## src/supervisor_pkg.sv

```systemverilog
// Purpose: Shared constants and types for the supply supervisor
// Assumes: 125 MHz timebase
// Notes:   Times are kept in their printed unit, cycle counts derived
package supervisor_pkg;

  localparam int unsigned CLK_MHZ = 125;

  // ------------------------------------------------------------
  // Reset hold times, microseconds
  // ------------------------------------------------------------
  localparam int unsigned HOLD_US_0 = 1400;
  localparam int unsigned HOLD_US_1 = 28000;
  localparam int unsigned HOLD_US_2 = 200000;
  localparam int unsigned HOLD_US_3 = 1600000;

  // ------------------------------------------------------------
  // Watchdog periods, microseconds
  // ------------------------------------------------------------
  localparam int unsigned WDOG_US_0 = 6200;
  localparam int unsigned WDOG_US_1 = 102000;
  localparam int unsigned WDOG_US_2 = 1600000;
  localparam int unsigned WDOG_US_3 = 25600000;

  // ------------------------------------------------------------
  // Manual reset timing, nanoseconds
  // ------------------------------------------------------------
  localparam int unsigned MANUAL_MIN_NS   = 25000;
  localparam int unsigned MANUAL_DELAY_NS = 12000;
  localparam int unsigned CLK_PERIOD_NS   = 8;
  localparam int unsigned MANUAL_FILT_CYC = (MANUAL_MIN_NS + CLK_PERIOD_NS - 1) / CLK_PERIOD_NS;
  localparam int unsigned MANUAL_DLY_CYC  = MANUAL_DELAY_NS / CLK_PERIOD_NS;

  // ------------------------------------------------------------
  // Widths and reset values
  // ------------------------------------------------------------
  localparam int unsigned CNT_W         = 32;
  localparam logic [1:0]  SEL_RESET     = 2'h0;
  localparam logic        FLAG_IDLE     = 1'b1;

  function automatic logic [CNT_W-1:0] hold_cycles(input logic [1:0] sel);
    case (sel)
      2'h0:    hold_cycles = CNT_W'(HOLD_US_0 * CLK_MHZ);
      2'h1:    hold_cycles = CNT_W'(HOLD_US_1 * CLK_MHZ);
      2'h2:    hold_cycles = CNT_W'(HOLD_US_2 * CLK_MHZ);
      default: hold_cycles = CNT_W'(HOLD_US_3 * CLK_MHZ);
    endcase
  endfunction

  function automatic logic [CNT_W-1:0] wdog_cycles(input logic [1:0] sel);
    case (sel)
      2'h0:    wdog_cycles = CNT_W'(64'(WDOG_US_0) * CLK_MHZ);
      2'h1:    wdog_cycles = CNT_W'(64'(WDOG_US_1) * CLK_MHZ);
      2'h2:    wdog_cycles = CNT_W'(64'(WDOG_US_2) * CLK_MHZ);
      default: wdog_cycles = CNT_W'(64'(WDOG_US_3) * CLK_MHZ);
    endcase
  endfunction

  typedef enum logic [1:0] {
    ST_HOLD  = 2'b00,
    ST_RUN   = 2'b01
  } sup_state_t;

  // Raw condition pins, all asynchronous to clk_i
  typedef struct packed {
    logic supply_low;
    logic manual_reset_n;
    logic aux_sense_in;
    logic low_line;
    logic watchdog_kick;
  } sense_t;

endpackage

```

## src/sync2.sv

```systemverilog
// Purpose: Two-stage synchroniser for one level
// Assumes: Input asynchronous to clk_i
// Notes:   First stage read only by the second
`timescale 1ns/10ps
module sync2
  import supervisor_pkg::*;
#(
  parameter logic INIT = 1'b0
)
(
  // Clock and reset
  input  wire logic clk_i,
  input  wire logic rstn_i,
  input  wire logic ce_i,
  // Level
  input  wire logic d_i,
  output logic      q_o
);

  typedef struct packed {
    logic s1;
    logic s2;
  } sync_st_t;

  sync_st_t st;
  sync_st_t next_st;

  always_comb
  begin
    next_st    = st;
    next_st.s1 = d_i;
    next_st.s2 = st.s1;
  end

  always_ff @(posedge clk_i)
  begin
    if (!rstn_i)
    begin
      st <= {INIT, INIT};
    end
    else if (ce_i)
    begin
      st <= next_st;
    end
  end

  assign q_o = st.s2;

endmodule

```

## src/manual_debounce.sv

```systemverilog
// Purpose: Debounce of the manual reset input
// Assumes: Input already synchronised
// Notes:   Low must persist the minimum width, then a further delay
`timescale 1ns/10ps
module manual_debounce
  import supervisor_pkg::*;
(
  // Clock and reset
  input  wire logic clk_i,
  input  wire logic rstn_i,
  input  wire logic ce_i,
  // Level in, qualified request out
  input  wire logic manual_reset_n_i,
  output logic      manual_active_o
);

  localparam logic [CNT_W-1:0] TRIP = CNT_W'(MANUAL_FILT_CYC + MANUAL_DLY_CYC);

  typedef struct packed {
    logic [CNT_W-1:0] cnt;
    logic             active;
  } deb_st_t;

  deb_st_t st;
  deb_st_t next_st;

  always_comb
  begin
    next_st = st;
    // Any high sample restarts the filter, so glitches are dropped
    if (manual_reset_n_i)
    begin
      next_st.cnt    = '0;
      next_st.active = 1'b0;
    end
    else if (st.cnt >= TRIP - 1'b1)
    begin
      next_st.active = 1'b1;
    end
    else
    begin
      next_st.cnt = st.cnt + 1'b1;
    end
  end

  always_ff @(posedge clk_i)
  begin
    if (!rstn_i)
    begin
      st <= '0;
    end
    else if (ce_i)
    begin
      st <= next_st;
    end
  end

  assign manual_active_o = st.active;

endmodule

```

## src/supervisor_reset_watchdog.sv

```systemverilog
// Purpose: Reset supervisor with supply, manual and watchdog causes
// Assumes: Analog comparators supplied as digital levels
// Notes:   All outputs are registered; reset is the power-up default
`timescale 1ns/10ps
// What this block does
// Assert reset whenever supply is below threshold, even brief dips.
// Reset asserted is the power-up and logic reset default.
// Supply recovering starts hold timer; reset stays until timer completes.
// Hold timer restarts each time the supply returns above threshold.
// Release only after supply good persists the full hold period.
// Build option selects active-low or active-high reset output.
// Manual reset input is debounced so short glitches are ignored.
// Manual low over 25 us asserts reset after about 12 us.
// Reset stays asserted while manual reset input remains low.
// After manual input returns high, hold one period then release.
// Aux fail flag low while aux sense below reference, else high.
// Aux comparison never affects the reset output.
// Low-line warning follows supplied comparator with hysteresis level.
// Each watchdog input edge clears the watchdog counter.
// Watchdog counter reaching timeout asserts reset.
// Hold period picked from four values by build parameter.
// Watchdog period picked from four values by build parameter.
// Watchdog timeout gives one hold period; counter cleared during reset.
// Condition inputs are synchronised before use.
module supervisor_reset_watchdog
  import supervisor_pkg::*;
#(
  parameter logic       ACTIVE_HIGH = 1'b0,
  parameter logic [1:0] HOLD_SEL    = 2'h0,
  parameter logic [1:0] WDOG_SEL    = 2'h0,
  parameter logic [CNT_W-1:0] HOLD_CYC = hold_cycles(HOLD_SEL),
  parameter logic [CNT_W-1:0] WDOG_CYC = wdog_cycles(WDOG_SEL)
)
(
  // Clock and reset
  input  wire logic clk_i,
  input  wire logic rstn_i,
  input  wire logic ce_i,
  // Condition inputs
  input  wire logic supply_low_i,
  input  wire logic manual_reset_n_i,
  input  wire logic aux_sense_low_i,
  input  wire logic low_line_i,
  input  wire logic watchdog_kick_i,
  // Outputs
  output logic      cpu_reset_o,
  output logic      aux_fail_n_o,
  output logic      low_line_warn_n_o
);

  // ------------------------------------------------------------
  // Synchronisers
  // ------------------------------------------------------------
  sense_t raw;
  sense_t syn;

  always_comb
  begin
    raw                = '0;
    raw.supply_low     = supply_low_i;
    raw.manual_reset_n = manual_reset_n_i;
    raw.aux_sense_in   = aux_sense_low_i;
    raw.low_line       = low_line_i;
    raw.watchdog_kick  = watchdog_kick_i;
  end

  // Supply starts in its fault sense so reset holds; manual starts in its released (high) sense
  sync2 #(
    .INIT (1'b1)
  ) u_sync_sup (
    .clk_i  (clk_i),
    .rstn_i (rstn_i),
    .ce_i   (ce_i),
    .d_i    (raw.supply_low),
    .q_o    (syn.supply_low)
  );

  sync2 #(
    .INIT (1'b1)
  ) u_sync_man (
    .clk_i  (clk_i),
    .rstn_i (rstn_i),
    .ce_i   (ce_i),
    .d_i    (raw.manual_reset_n),
    .q_o    (syn.manual_reset_n)
  );

  // Flags start at their idle sense
  sync2 #(
    .INIT (1'b0)
  ) u_sync_aux (
    .clk_i  (clk_i),
    .rstn_i (rstn_i),
    .ce_i   (ce_i),
    .d_i    (raw.aux_sense_in),
    .q_o    (syn.aux_sense_in)
  );

  sync2 #(
    .INIT (1'b0)
  ) u_sync_ll (
    .clk_i  (clk_i),
    .rstn_i (rstn_i),
    .ce_i   (ce_i),
    .d_i    (raw.low_line),
    .q_o    (syn.low_line)
  );

  // Reset level matches the kick edge register, so no false kick
  sync2 #(
    .INIT (1'b0)
  ) u_sync_wd (
    .clk_i  (clk_i),
    .rstn_i (rstn_i),
    .ce_i   (ce_i),
    .d_i    (raw.watchdog_kick),
    .q_o    (syn.watchdog_kick)
  );

  // ------------------------------------------------------------
  // Manual reset debounce
  // ------------------------------------------------------------
  logic manual_active;

  manual_debounce u_deb (
    .clk_i            (clk_i),
    .rstn_i           (rstn_i),
    .ce_i             (ce_i),
    .manual_reset_n_i (syn.manual_reset_n),
    .manual_active_o  (manual_active)
  );

  // ------------------------------------------------------------
  // State
  // ------------------------------------------------------------
  typedef struct packed {
    sup_state_t       state;
    logic [CNT_W-1:0] hold_cnt;
    logic [CNT_W-1:0] wdog_cnt;
    logic             kick_last;
    logic             rst_out;
    logic             aux_fail_n;
    logic             low_line_n;
  } top_st_t;

  top_st_t st;
  top_st_t next_st;

  // ------------------------------------------------------------
  // Causes and kick edge
  // ------------------------------------------------------------
  logic cause;
  logic kick_edge;

  always_comb
  begin
    // Aux flag is not a cause; it has no path into the reset logic
    cause     = syn.supply_low | manual_active;
    // Either direction of the line counts as a kick
    kick_edge = syn.watchdog_kick ^ st.kick_last;
  end

  // ------------------------------------------------------------
  // Sequencer
  // ------------------------------------------------------------
  always_comb
  begin
    next_st           = st;
    next_st.kick_last = syn.watchdog_kick;

    case (st.state)
      ST_HOLD:
      begin
        next_st.wdog_cnt = '0;
        if (cause)
        begin
          next_st.hold_cnt = '0;
        end
        else if (st.hold_cnt >= HOLD_CYC - 1'b1)
        begin
          next_st.state    = ST_RUN;
          next_st.hold_cnt = '0;
        end
        else
        begin
          next_st.hold_cnt = st.hold_cnt + 1'b1;
        end
      end
      ST_RUN:
      begin
        if (cause)
        begin
          next_st.state    = ST_HOLD;
          next_st.hold_cnt = '0;
          next_st.wdog_cnt = '0;
        end
        else if (kick_edge)
        begin
          next_st.wdog_cnt = '0;
        end
        else if (st.wdog_cnt >= WDOG_CYC - 1'b1)
        begin
          next_st.state    = ST_HOLD;
          next_st.wdog_cnt = '0;
          next_st.hold_cnt = '0;
        end
        else
        begin
          next_st.wdog_cnt = st.wdog_cnt + 1'b1;
        end
      end
      default:
      begin
        next_st.state = ST_HOLD;
      end
    endcase

    // Polarity applied before the register, so the pin is a bare flop
    next_st.rst_out    = (next_st.state == ST_HOLD) ? ACTIVE_HIGH : ~ACTIVE_HIGH;
    next_st.aux_fail_n = ~syn.aux_sense_in;
    // Hysteresis lives in the analog comparator feeding this level
    next_st.low_line_n = ~syn.low_line;
  end

  always_ff @(posedge clk_i)
  begin
    if (!rstn_i)
    begin
      st.state      <= ST_HOLD;
      st.hold_cnt   <= '0;
      st.wdog_cnt   <= '0;
      st.kick_last  <= 1'b0;
      st.rst_out    <= ACTIVE_HIGH;
      st.aux_fail_n <= FLAG_IDLE;
      st.low_line_n <= FLAG_IDLE;
    end
    else if (ce_i)
    begin
      st <= next_st;
    end
  end

  // ------------------------------------------------------------
  // Outputs
  // ------------------------------------------------------------
  assign cpu_reset_o       = st.rst_out;
  assign aux_fail_n_o      = st.aux_fail_n;
  assign low_line_warn_n_o = st.low_line_n;

endmodule

```

## config.mk

```make
export PLATFORM = sky130hd
export DESIGN_NAME = supervisor_reset_watchdog
export DESIGN_NICKNAME = d
export VERILOG_FILES = /design/src/supervisor_pkg.sv /design/src/sync2.sv /design/src/manual_debounce.sv /design/src/supervisor_reset_watchdog.sv
export SDC_FILE = /design/constraint.sdc
export NUM_CORES = 1
export LEC_CHECK = 0
export BUFFER_PORTS_ARGS = -buffer_cell sky130_fd_sc_hd__buf_2
export CAP_MARGIN = 30
export CORE_MARGIN = 4
export CORE_UTILIZATION = 62
export DETAILED_ROUTE_END_ITERATION = 8
export PLACE_DENSITY = 0.79
export SLEW_MARGIN = 25
export SYNTH_ARGS = -nofsm -noshare
export SYNTH_HDL_FRONTEND = slang
export SYNTH_HIERARCHICAL = 1
export SYNTH_SLANG_ARGS = --single-unit
```

## constraint.sdc

```tcl
create_clock -name clk_i -period 2.7 [get_ports clk_i]
set_input_delay 0.135 -clock clk_i [delete_from_list [all_inputs] [get_ports clk_i]]
set_output_delay 0.135 -clock clk_i [all_outputs]
set_load 0.01 [all_outputs]
```

==> run summary, run 1 <==
CP Capture Type = flip-flop
Total GRT Usage = 0.225
CP peak stage delay = 0.51 ns
Via count = 4053
Maximum clock frequency = 408 MHz
Ys Warns = 6
Post-synth top area share = 0.458
Clock group share of total power = 0.547
Status = finished clean
Post-Synth Adder-Cell Area = 0.0101
Top post-synthesis cells by area = dfxtp_1 (46%), and3_1 (4.3%), nand2_1 (3.7%)
I/O pin count = 11
FP Rows = 32
Final setup violation count = 0
ANT nets after route = 0
Data required time of the critical path = 3.14 ns
Cell type with the largest total area after synthesis = dfxtp_1
Highest-delay cell along the critical path = or3_1
Leading cell type in the layout, fill and taps excluded = dfxtp_1
Fill cell count = 564
Overall power = 3.95 mW
Cells after Synth = 543
Final period utilization = 0.907
First-pass GRT wire length = 17600 µm
Mapped cell area = 4940 µm²
Hold Violations, Final = 0
Diode count = 0
Setup TNS = 0 ns
Initial core utilization = 0.639
WL/cell = 15.0 µm
Internal power = 2.98 mW
Chip Height = 97.3 µm
Die Area = 9460 µm²
Cells on Worst Hold Path = 3
Post-synthesis mux area share = 0.0304
Tightest Pin Transition = 0.837 ns
Sequential Power Share = 0.426
Commonest cells after routing, fill and taps aside = dfxtp_1 (113), nand2_1 (49), nor2_1 (35), and3_1 (34), a21oi_1 (28)
Routed WL = 10200 µm
Design area = 5690 µm²
Layout area overhead = 15.3%
First-pass iteration count of the detailed router = 5
CTS Root Cell = clkbuf_8
Clk buf depth = 2
Startpoint Class = flip-flop
H-tree Lvls = 4
Yosys reg bits = 113
Core area = 7730 µm²
Clock sink count = 113
Worst Hold Endpoint = st[13]
XOR/XNOR Fraction of Synth Area = 0.0160
DR iter-0 viols = 190
Worst Hold Class = in -> reg
Final Non-Filler Cells = 681
Crit path kind = reg -> reg
Leakage = 2.30 nW
CP arrival = 2.89 ns
Logic pwr share = 0.027
Net Count, Synth = 555
Crit path setup slack, layout = 0.251 ns
Residual DRC count = 0
Post-synthesis compound-gate area fraction = 0.167
GPL Wtd Cong = 0.847
Nets = 578
Critical R2R Launch = st[4]
Cell Pwr Density = 694 nW/µm²
Post-DP HPWL = 6470 µm
Switching part of the total power = 0.246
Dpl ws = 0.283 ns
Max-slew violation count = 0
Crit Path Max Fanout = 22
Post-synth ARST share = 0
Routed vias/inst = 5.95
Min-delay src = rstn_i
Leading register cell type out of synthesis = dfxtp_1
CTS Buf Count = 17
Post-synth EDFFs = 0
Synth cell types = 64
Die Span X = 97.3 µm
Skew final = 0.0155 ns
Largest family of logic cells by synthesized area = simple AND/OR/NAND/NOR gates
End of the worst register-to-register path = st[12]
Dpl cells = 644
Placed inst area = 5070 µm²
Grt ovf = 0
Min Tclk post-route = 2.45 ns
Register area share after synthesis = 0.458
Syn avg cell area = 9.10 µm²
Setup slack, reg-to-reg = 0.25 ns
Max-cap violation count = 0
Worst slew margin = 0.442
Vias in the first global route = 3779
RSZ-0062 raised after global routing = no
CTS tree = built
IO buf count = 10
Psw = 973 µW
Clock latency on the worst-skew pair = 0.52 ns
Clock transition at the registers of the reported paths = 0.06 ns
Synth Area in Simple Gates = 0.280
Layout cells sized above 1 = 0.121
Initial antenna violation count = 0
Largest net degree at the start of global routing = 43
Cells along the critical path = ha_1 -> a21oi_1 -> o211ai_1 -> a211oi_4 -> o2111ai_2 -> or3_1 -> o21ai_1
Worst vdd ir = 0.000681 V
Register-to-Register Path Depth = 7
[worst max-delay path, delay by kind of cell, from the launching register on]
family / cells / cell delay (ns)
AO/OA/AOI/OAI: 5 / 1.28
adder cells (fa/ha/maj): 1 / 0.24
flip-flops: 1 / 0.34
AND/OR/NAND/NOR: 1 / 0.51
[worst max path at each step]
stage	endpoint	cells past startpoint	slack (ns)	from
floorplan	st[40]	9	0.66	st[36]
global placement	st[22]	7	0.38	st[4]
detailed placement	st[9]	7	0.28	st[4]
CTS	st[22]	7	0.28	st[4]
global route	st[21]	7	0.09	st[4]
finish	st[12]	7	0.25	st[4]
[power by group through the flow]
stage	Clock (mW)	Combinational, mW	Sequential [mW]
finish	2.16	0.108	1.68
global route	2.27	0.121	1.68
CTS	2.18	0.107	1.68
detailed placement	0	0.100	1.72
global placement	0	0.0982	1.72
floorplan	0	0.0684	1.72
[cell usage after synthesis (7+ instances only)]
library cell and number:
nor4_1 15, or3_1 7, a21o_1 16, a21oi_1 28, o21ai_0 19, nor3_1 11
inv_1 21, mux2i_1 15, and3_1 34, xnor2_1 8, clkbuf_1 8, a22o_1 8
dfxtp_1 113, nand3_1 20, nor2_1 35, nand2_1 49, nor2b_1 9, nand4_1 10
and2_1 26
[sequential cells by signal (all words and copies together) (netlist names)]
name,count
u_sync_wd/next_st,1
u_sync_ll/q_o,1
aux_fail_n_o,1
u_deb/st,32
st,67
u_sync_man/next_st,1
u_sync_aux/next_st,1
u_sync_sup/q_o,1
cpu_reset_o,1
u_sync_ll/next_st,1
u_deb/manual_active_o,1
u_sync_wd/q_o,1
low_line_warn_n_o,1
u_sync_sup/next_st,1
u_sync_man/q_o,1
u_sync_aux/q_o,1
[routing by layer]
layer | share of wire | vias to the layer above | wire length [µm] | GRT usage
li1 | - | 2023 | - | -
met1 | 0.46 | 1935 | 4660 | 0.284
met2 | 0.49 | 84 | 5020 | 0.374
met3 | 0.042 | 11 | 432 | 0.0517
met4 | 0.013 | 0 | 131 | 0.0852
met5 | 0 | - | 0 | 0
[logic make-up after synthesis]
family | count (synthesis)
AOI/OAI and AO/OA | 117
xor gates and xnor gates | 9
adders and majority gates | 4
buffers and inverters | 41
DFF | 113
muxes | 15
and+or+nand+nor | 244
[per-stage QoR]
stage,utilization,hold WS [ns]
after floorplan,-,0.197
after global placement,0.656,0.351
after detailed placement,0.656,0.356
after CTS,0.737,0.0321
after global routing,0.737,0.0591
final,0.737,0.0454
[repair_timing]
item                       in CTS  in global routing
buffers inserted                0                  0
hold endpoints to repair        5                  0
setup endpoints to repair       0                  0
hold buffers                    5                  0
resized for setup               0                  0
[area by class of cell]
class,instances,area (µm²),share of cell area
timing repair buffer,23,160,0.0281
inverter,22,82.6,0.0145
clock buffer,17,414,0.0727
tap,102,128,0.0224
clock inverter,15,159,0.0279
sequential,113,2260,0.397
multi-input combinational,389,2490,0.437
Note: power is estimated with default switching activity, not from simulation.
==> run 2, diff against run 1 <==
- HOLD_SLACK_MARGIN: not set -> 0.1
- SLEW_MARGIN: 25 -> 20
==> run summary, run 2 (same netlist as run 1, synthesis figures left out) <==
Commonest cells after routing, fill and taps aside = dfxtp_1 (113), nand2_1 (49), nor2_1 (35), and3_1 (34), a21oi_1 (28) (unchanged)
First-pass iteration count of the detailed router = 5 (unchanged)
Psw = 973 µW (about the same)
Min Tclk post-route = 2.45 ns (about the same)
Layout cells sized above 1 = 0.120 (was 0.121)
Clock group share of total power = 0.547 (about the same)
Max-cap violation count = 0 (unchanged)
GPL Wtd Cong = 0.847 (unchanged)
Via count = 4072 (was 4053)
Core area = 7730 µm² (unchanged)
Overall power = 3.96 mW (was 3.95 mW)
Largest net degree at the start of global routing = 43 (unchanged)
Die Span X = 97.3 µm (unchanged)
Clk buf depth = 2 (unchanged)
Sequential Power Share = 0.425 (was 0.426)
CTS tree = built (unchanged)
FP Rows = 32 (unchanged)
Vias in the first global route = 3790 (was 3779)
Internal power = 2.98 mW (about the same)
Max-slew violation count = 0 (unchanged)
Most flop-heavy register = st (unchanged)
Tightest Pin Transition = 0.845 ns (was 0.837 ns)
Final period utilization = 0.909 (was 0.907)
Crit path kind = reg -> reg (unchanged)
Clock sink count = 113 (unchanged)
Chip Height = 97.3 µm (unchanged)
Met2 Usage GRT = 0.377 (was 0.374)
First-pass GRT wire length = 17700 µm (was 17600 µm)
Dpl ws = 0.283 ns (unchanged)
Biggest regs = st: 67 flops, u_deb/st: 32 flops (unchanged)
I/O pin count = 11 (unchanged)
Nets = 580 (was 578)
Die Area = 9460 µm² (unchanged)
Busiest grt layer = met2 (unchanged)
Maximum clock frequency = 408 MHz (about the same)
Post-DP HPWL = 6470 µm (unchanged)
Residual DRC count = 0 (unchanged)
H-tree Lvls = 4 (unchanged)
CTS Root Cell = clkbuf_8 (unchanged)
Crit Path Max Fanout = 22 (unchanged)
ANT nets after route = 0 (unchanged)
Total GRT Usage = 0.226 (was 0.225)
Worst hold margin = 0.212 ns (was 0.0454 ns)
CP arrival = 2.90 ns (was 2.89 ns)
Startpoint Class = flip-flop (unchanged)
Skew final = 0.0117 ns (was 0.0155 ns)
Routed WL = 10400 µm (was 10200 µm)
Crit path setup slack, layout = 0.246 ns (was 0.251 ns)
Logic pwr share = 0.028 (was 0.027)
Hold_buf cts = 7 (was 5)
Clock transition at the registers of the reported paths = 0.07 ns (was 0.06 ns)
Cell Pwr Density = 692 nW/µm² (was 694 nW/µm²)
Switching part of the total power = 0.246 (about the same)
Leading cell type in the layout, fill and taps excluded = dfxtp_1 (unchanged)
Worst slew margin = 0.437 (was 0.442)
CTS Buf Count = 17 (unchanged)
Worst Hold Class = in -> reg (unchanged)
Final setup violation count = 0 (unchanged)
Status = finished clean (unchanged)
Worst vdd ir = 0.000682 V (was 0.000681 V)
Routed vias/inst = 5.96 (was 5.95)
Hold Violations, Final = 0 (unchanged)
RSZ-0062 raised after global routing = no (unchanged)
GR Layer Usage met3 = 0.0517 (unchanged)
Post-CTS Resized = 0 (unchanged)
Post-CTS repair timing setup buffer count = 0 (unchanged)
Leakage = 2.31 nW (was 2.30 nW)
CP Capture Type = flip-flop (unchanged)
Met1 GRT Util = 0.286 (was 0.284)
Setup TNS = 0 ns (unchanged)
Util after Layout = 0.739 (was 0.737)
Initial antenna violation count = 0 (unchanged)
DR iter-0 viols = 194 (was 190)
WL/cell = 15.2 µm (was 15.0 µm)
IO buf count = 10 (unchanged)
Grt ovf = 0 (unchanged)
Max FFs per register = 67 (unchanged)
Diode count = 0 (unchanged)
Data required time of the critical path = 3.15 ns (was 3.14 ns)
Initial core utilization = 0.639 (unchanged)
Clock latency on the worst-skew pair = 0.52 ns (about the same)
Layout area overhead = 15.7% (was 15.3%)
==> run 2: cell count changes in the layout (fill, tap and decap cells not counted), sizes merged <==
cell,delta
dlygate4sd3,+2
==> run 2: layout make-up <==
class / count / area, µm²
inverter: 22 / 82.6
clock buffer: 17 / 414
tap: 102 / 128
timing repair buffer: 25 / 180
clock inverter: 15 / 159
multi-input combinational: 389 / 2490
sequential: 113 / 2260
fill: 560 / 2010
==> run 2: metal layers <==
layer / vias to the layer above / part of all wire
met2: 97 / 0.49
met5: - / 0
met3: 11 / 0.044
met4: 0 / 0.0099
met1: 1936 / 0.45
li1: 2028 / -
==> run 2: stage by stage <==
| step | cells | cell area [µm²] |
|---|---|---|
| after floorplan | 543 | 4940 |
| after global placement | 644 | 5070 |
| after detailed placement | 644 | 5070 |
| after CTS | 683 | 5710 |
| after global routing | 683 | 5710 |
| final | 683 | 5710 |
==> run 2: worst paths after layout <==
kind	startpoint	to	slack [ns]	depth (start not counted)
min	ce_i	low_line_warn_n_o	0.21	5
max reg2reg	st[4]	st[12]	0.25	7
min reg2reg	st[31]	st[31]	0.44	2
max	st[4]	st[12]	0.25	7
==> run 2: power groups by stage <==
stage / Clock (mW) / Sequential, mW / Combinational (mW)
global placement: 0 / 1.72 / 0.0982
detailed placement: 0 / 1.72 / 0.100
finish: 2.16 / 1.68 / 0.111
global route: 2.27 / 1.68 / 0.124
CTS: 2.18 / 1.68 / 0.109
floorplan: 0 / 1.72 / 0.0684
==> run 2: worst max-delay path, stage by stage, from the launching register on <==
cell       delay (ns)
dfxtp_1          0.34
ha_1             0.25
a21oi_1          0.17
o211ai_1         0.17
a211oi_4         0.40
o2111ai_2        0.47
or3_1            0.52
o21ai_1          0.07
==> run 3, diff against run 2 <==
- CORE_UTILIZATION: 62 -> 25
- PLACE_DENSITY: 0.79 -> 0.38
==> run summary, run 3 (same netlist as run 1, synthesis figures left out) <==
Status = finished clean (unchanged)
Worst vdd ir = 0.000404 V (was 0.000682 V)
Worst Hold Class = in -> reg (unchanged)
Total GRT Usage = 0.110 (was 0.226)
CTS tree = built (unchanged)
First-pass iteration count of the detailed router = 4 (was 5)
Worst slew margin = 0.617 (was 0.437)
Initial core utilization = 0.254 (was 0.639)
Data required time of the critical path = 3.03 ns (was 3.15 ns)
Hold Violations, Final = 0 (unchanged)
CP arrival = 2.70 ns (was 2.90 ns)
Routed vias/inst = 4.65 (was 5.96)
Layout area overhead = 20.8% (was 15.7%)
Die Span X = 149 µm (was 97.3 µm)
Commonest cells after routing, fill and taps aside = dfxtp_1 (113), nand2_1 (49), nor2_1 (35), and3_1 (34), a21oi_1 (28) (unchanged)
Grt ovf = 0 (unchanged)
I/O pin count = 11 (unchanged)
Clk buf depth = 2 (unchanged)
Largest net degree at the start of global routing = 43 (unchanged)
Initial antenna violation count = 0 (unchanged)
ANT nets after route = 0 (unchanged)
CP Capture Type = flip-flop (unchanged)
Dpl cells = 811 (was 644)
Clock latency on the worst-skew pair = 0.41 ns (was 0.52 ns)
GPL Wtd Cong = 0.786 (was 0.847)
Critical R2R Launch = st[4] (unchanged)
Leakage = 2.34 nW (was 2.31 nW)
Startpoint Class = flip-flop (unchanged)
Max FFs per register = 67 (unchanged)
RSZ-0062 raised after global routing = no (unchanged)
Post-DP HPWL = 7770 µm (was 6470 µm)
Clock transition at the registers of the reported paths = 0.05 ns (was 0.07 ns)
CTS Buf Count = 17 (unchanged)
Via count = 3939 (was 4072)
Vias in the first global route = 3898 (was 3790)
CP startpoint = st[4] (unchanged)
Diode count = 0 (unchanged)
Design area = 5970 µm² (was 5710 µm²)
Residual DRC count = 0 (unchanged)
Clock sink count = 113 (unchanged)
Routed WL = 11400 µm (was 10400 µm)
Max-slew violation count = 0 (unchanged)
Layout cells sized above 1 = 0.122 (was 0.120)
Setup TNS = 0 ns (unchanged)
Post-CTS repair timing setup buffer count = 0 (unchanged)
Placed inst area = 5310 µm² (was 5070 µm²)
IO buf count = 10 (unchanged)
Final Non-Filler Cells = 848 (was 683)
Core area = 19500 µm² (was 7730 µm²)
First-pass GRT wire length = 19600 µm (was 17700 µm)
Min Tclk post-route = 2.37 ns (was 2.45 ns)
CP peak stage delay = 0.60 ns (was 0.52 ns)
DR iter-0 viols = 187 (was 194)
Cells along the critical path = ha_1 -> a21oi_1 -> o211ai_1 -> a211oi_4 -> o211a_1 -> nor2_1 -> a21oi_1 (was ha_1 -> a21oi_1 -> o211ai_1 -> a211oi_4 -> o2111ai_2 -> or3_1 -> o21ai_1)
Skew final = 0.00705 ns (was 0.0117 ns)
Final setup violation count = 0 (unchanged)
Crit path kind = reg -> reg (unchanged)
Maximum clock frequency = 422 MHz (was 408 MHz)
WL/cell = 13.4 µm (was 15.2 µm)
Chip Height = 149 µm (was 97.3 µm)
Die Area = 22100 µm² (was 9460 µm²)
Min-delay src = rstn_i (was ce_i)
Highest-delay cell along the critical path = o211a_1 (was or3_1)
Final period utilization = 0.877 (was 0.909)
FP Rows = 51 (was 32)
Worst path most repeated cell = a21oi_1
Crit Path Max Fanout = 14 (was 22)
Most flop-heavy register = st (unchanged)
Cell Pwr Density = 691 nW/µm² (was 692 nW/µm²)
Nets = 582 (was 580)
CTS Root Cell = clkbuf_16 (was clkbuf_8)
H-tree Lvls = 4 (unchanged)
Max-cap violation count = 0 (unchanged)
Leading cell type in the layout, fill and taps excluded = dfxtp_1 (unchanged)
Biggest regs = st: 67 flops, u_deb/st: 32 flops (unchanged)
Tightest Pin Transition = 0.575 ns (was 0.845 ns)
[run 3: final timing paths]
| path | end | slack, ns | cells past startpoint |
|---|---|---|---|
| setup / recovery | st[66] | 0.33 | 7 |
| setup reg to reg | st[66] | 0.33 | 7 |
| hold / removal | st[37] | 0.18 | 4 |
| hold reg to reg | st[31] | 0.45 | 2 |
[run 3: through the flow]
stage	total power [mW]	util	worst slack (ns)	hold slack, ns
after floorplan	1.79	-	0.659	0.197
after global placement	1.83	0.273	0.382	0.353
after detailed placement	1.83	0.273	0.351	0.365
after CTS	4.19	0.307	0.318	0.168
after global routing	4.28	0.307	0.0944	0.191
final	4.12	0.307	0.331	0.180
[run 3: timing repair]
| item | 4_1_cts | 5_1_grt |
|---|---|---|
| hold endpoints to repair | 5 | 0 |
| gates resized for setup | 0 | 0 |
| hold buffers | 5 | 0 |
[run 3: area by class of cell]
type	count	area (µm²)
Clock inverter	11	161
Timing Repair Buffer	27	190
Inverter	22	82.6
Fill cell	2045	13500
Sequential cell	113	2260
Tap cell	265	332
Multi-Input combinational cell	389	2490
Clock buffer	21	450
[run 3: power by group]
| group | internal (mW) | switching [mW] | total (mW) |
|---|---|---|---|
| logic | 0.0402 | 0.0725 | 0.113 |
| clock network | 1.56 | 0.765 | 2.32 |
| registers | 1.68 | 0.00573 | 1.68 |
[run 3: metal layers]
metal / global-route usage / vias up / wire, µm
met5: 0 / - / 0
met4: 0.0513 / 0 / 295
met3: 0.0283 / 22 / 308
met2: 0.168 / 53 / 5070
met1: 0.146 / 1836 / 5680
li1: - / 2028 / -
[run 3: critical path, delay by kind of cell (launching register included)]
family	cells	cell delay, ns
AO/OA/AOI/OAI	5	1.51
adder cells (fa/ha/maj)	1	0.25
AND/OR/NAND/NOR	1	0.19
flip-flops	1	0.34
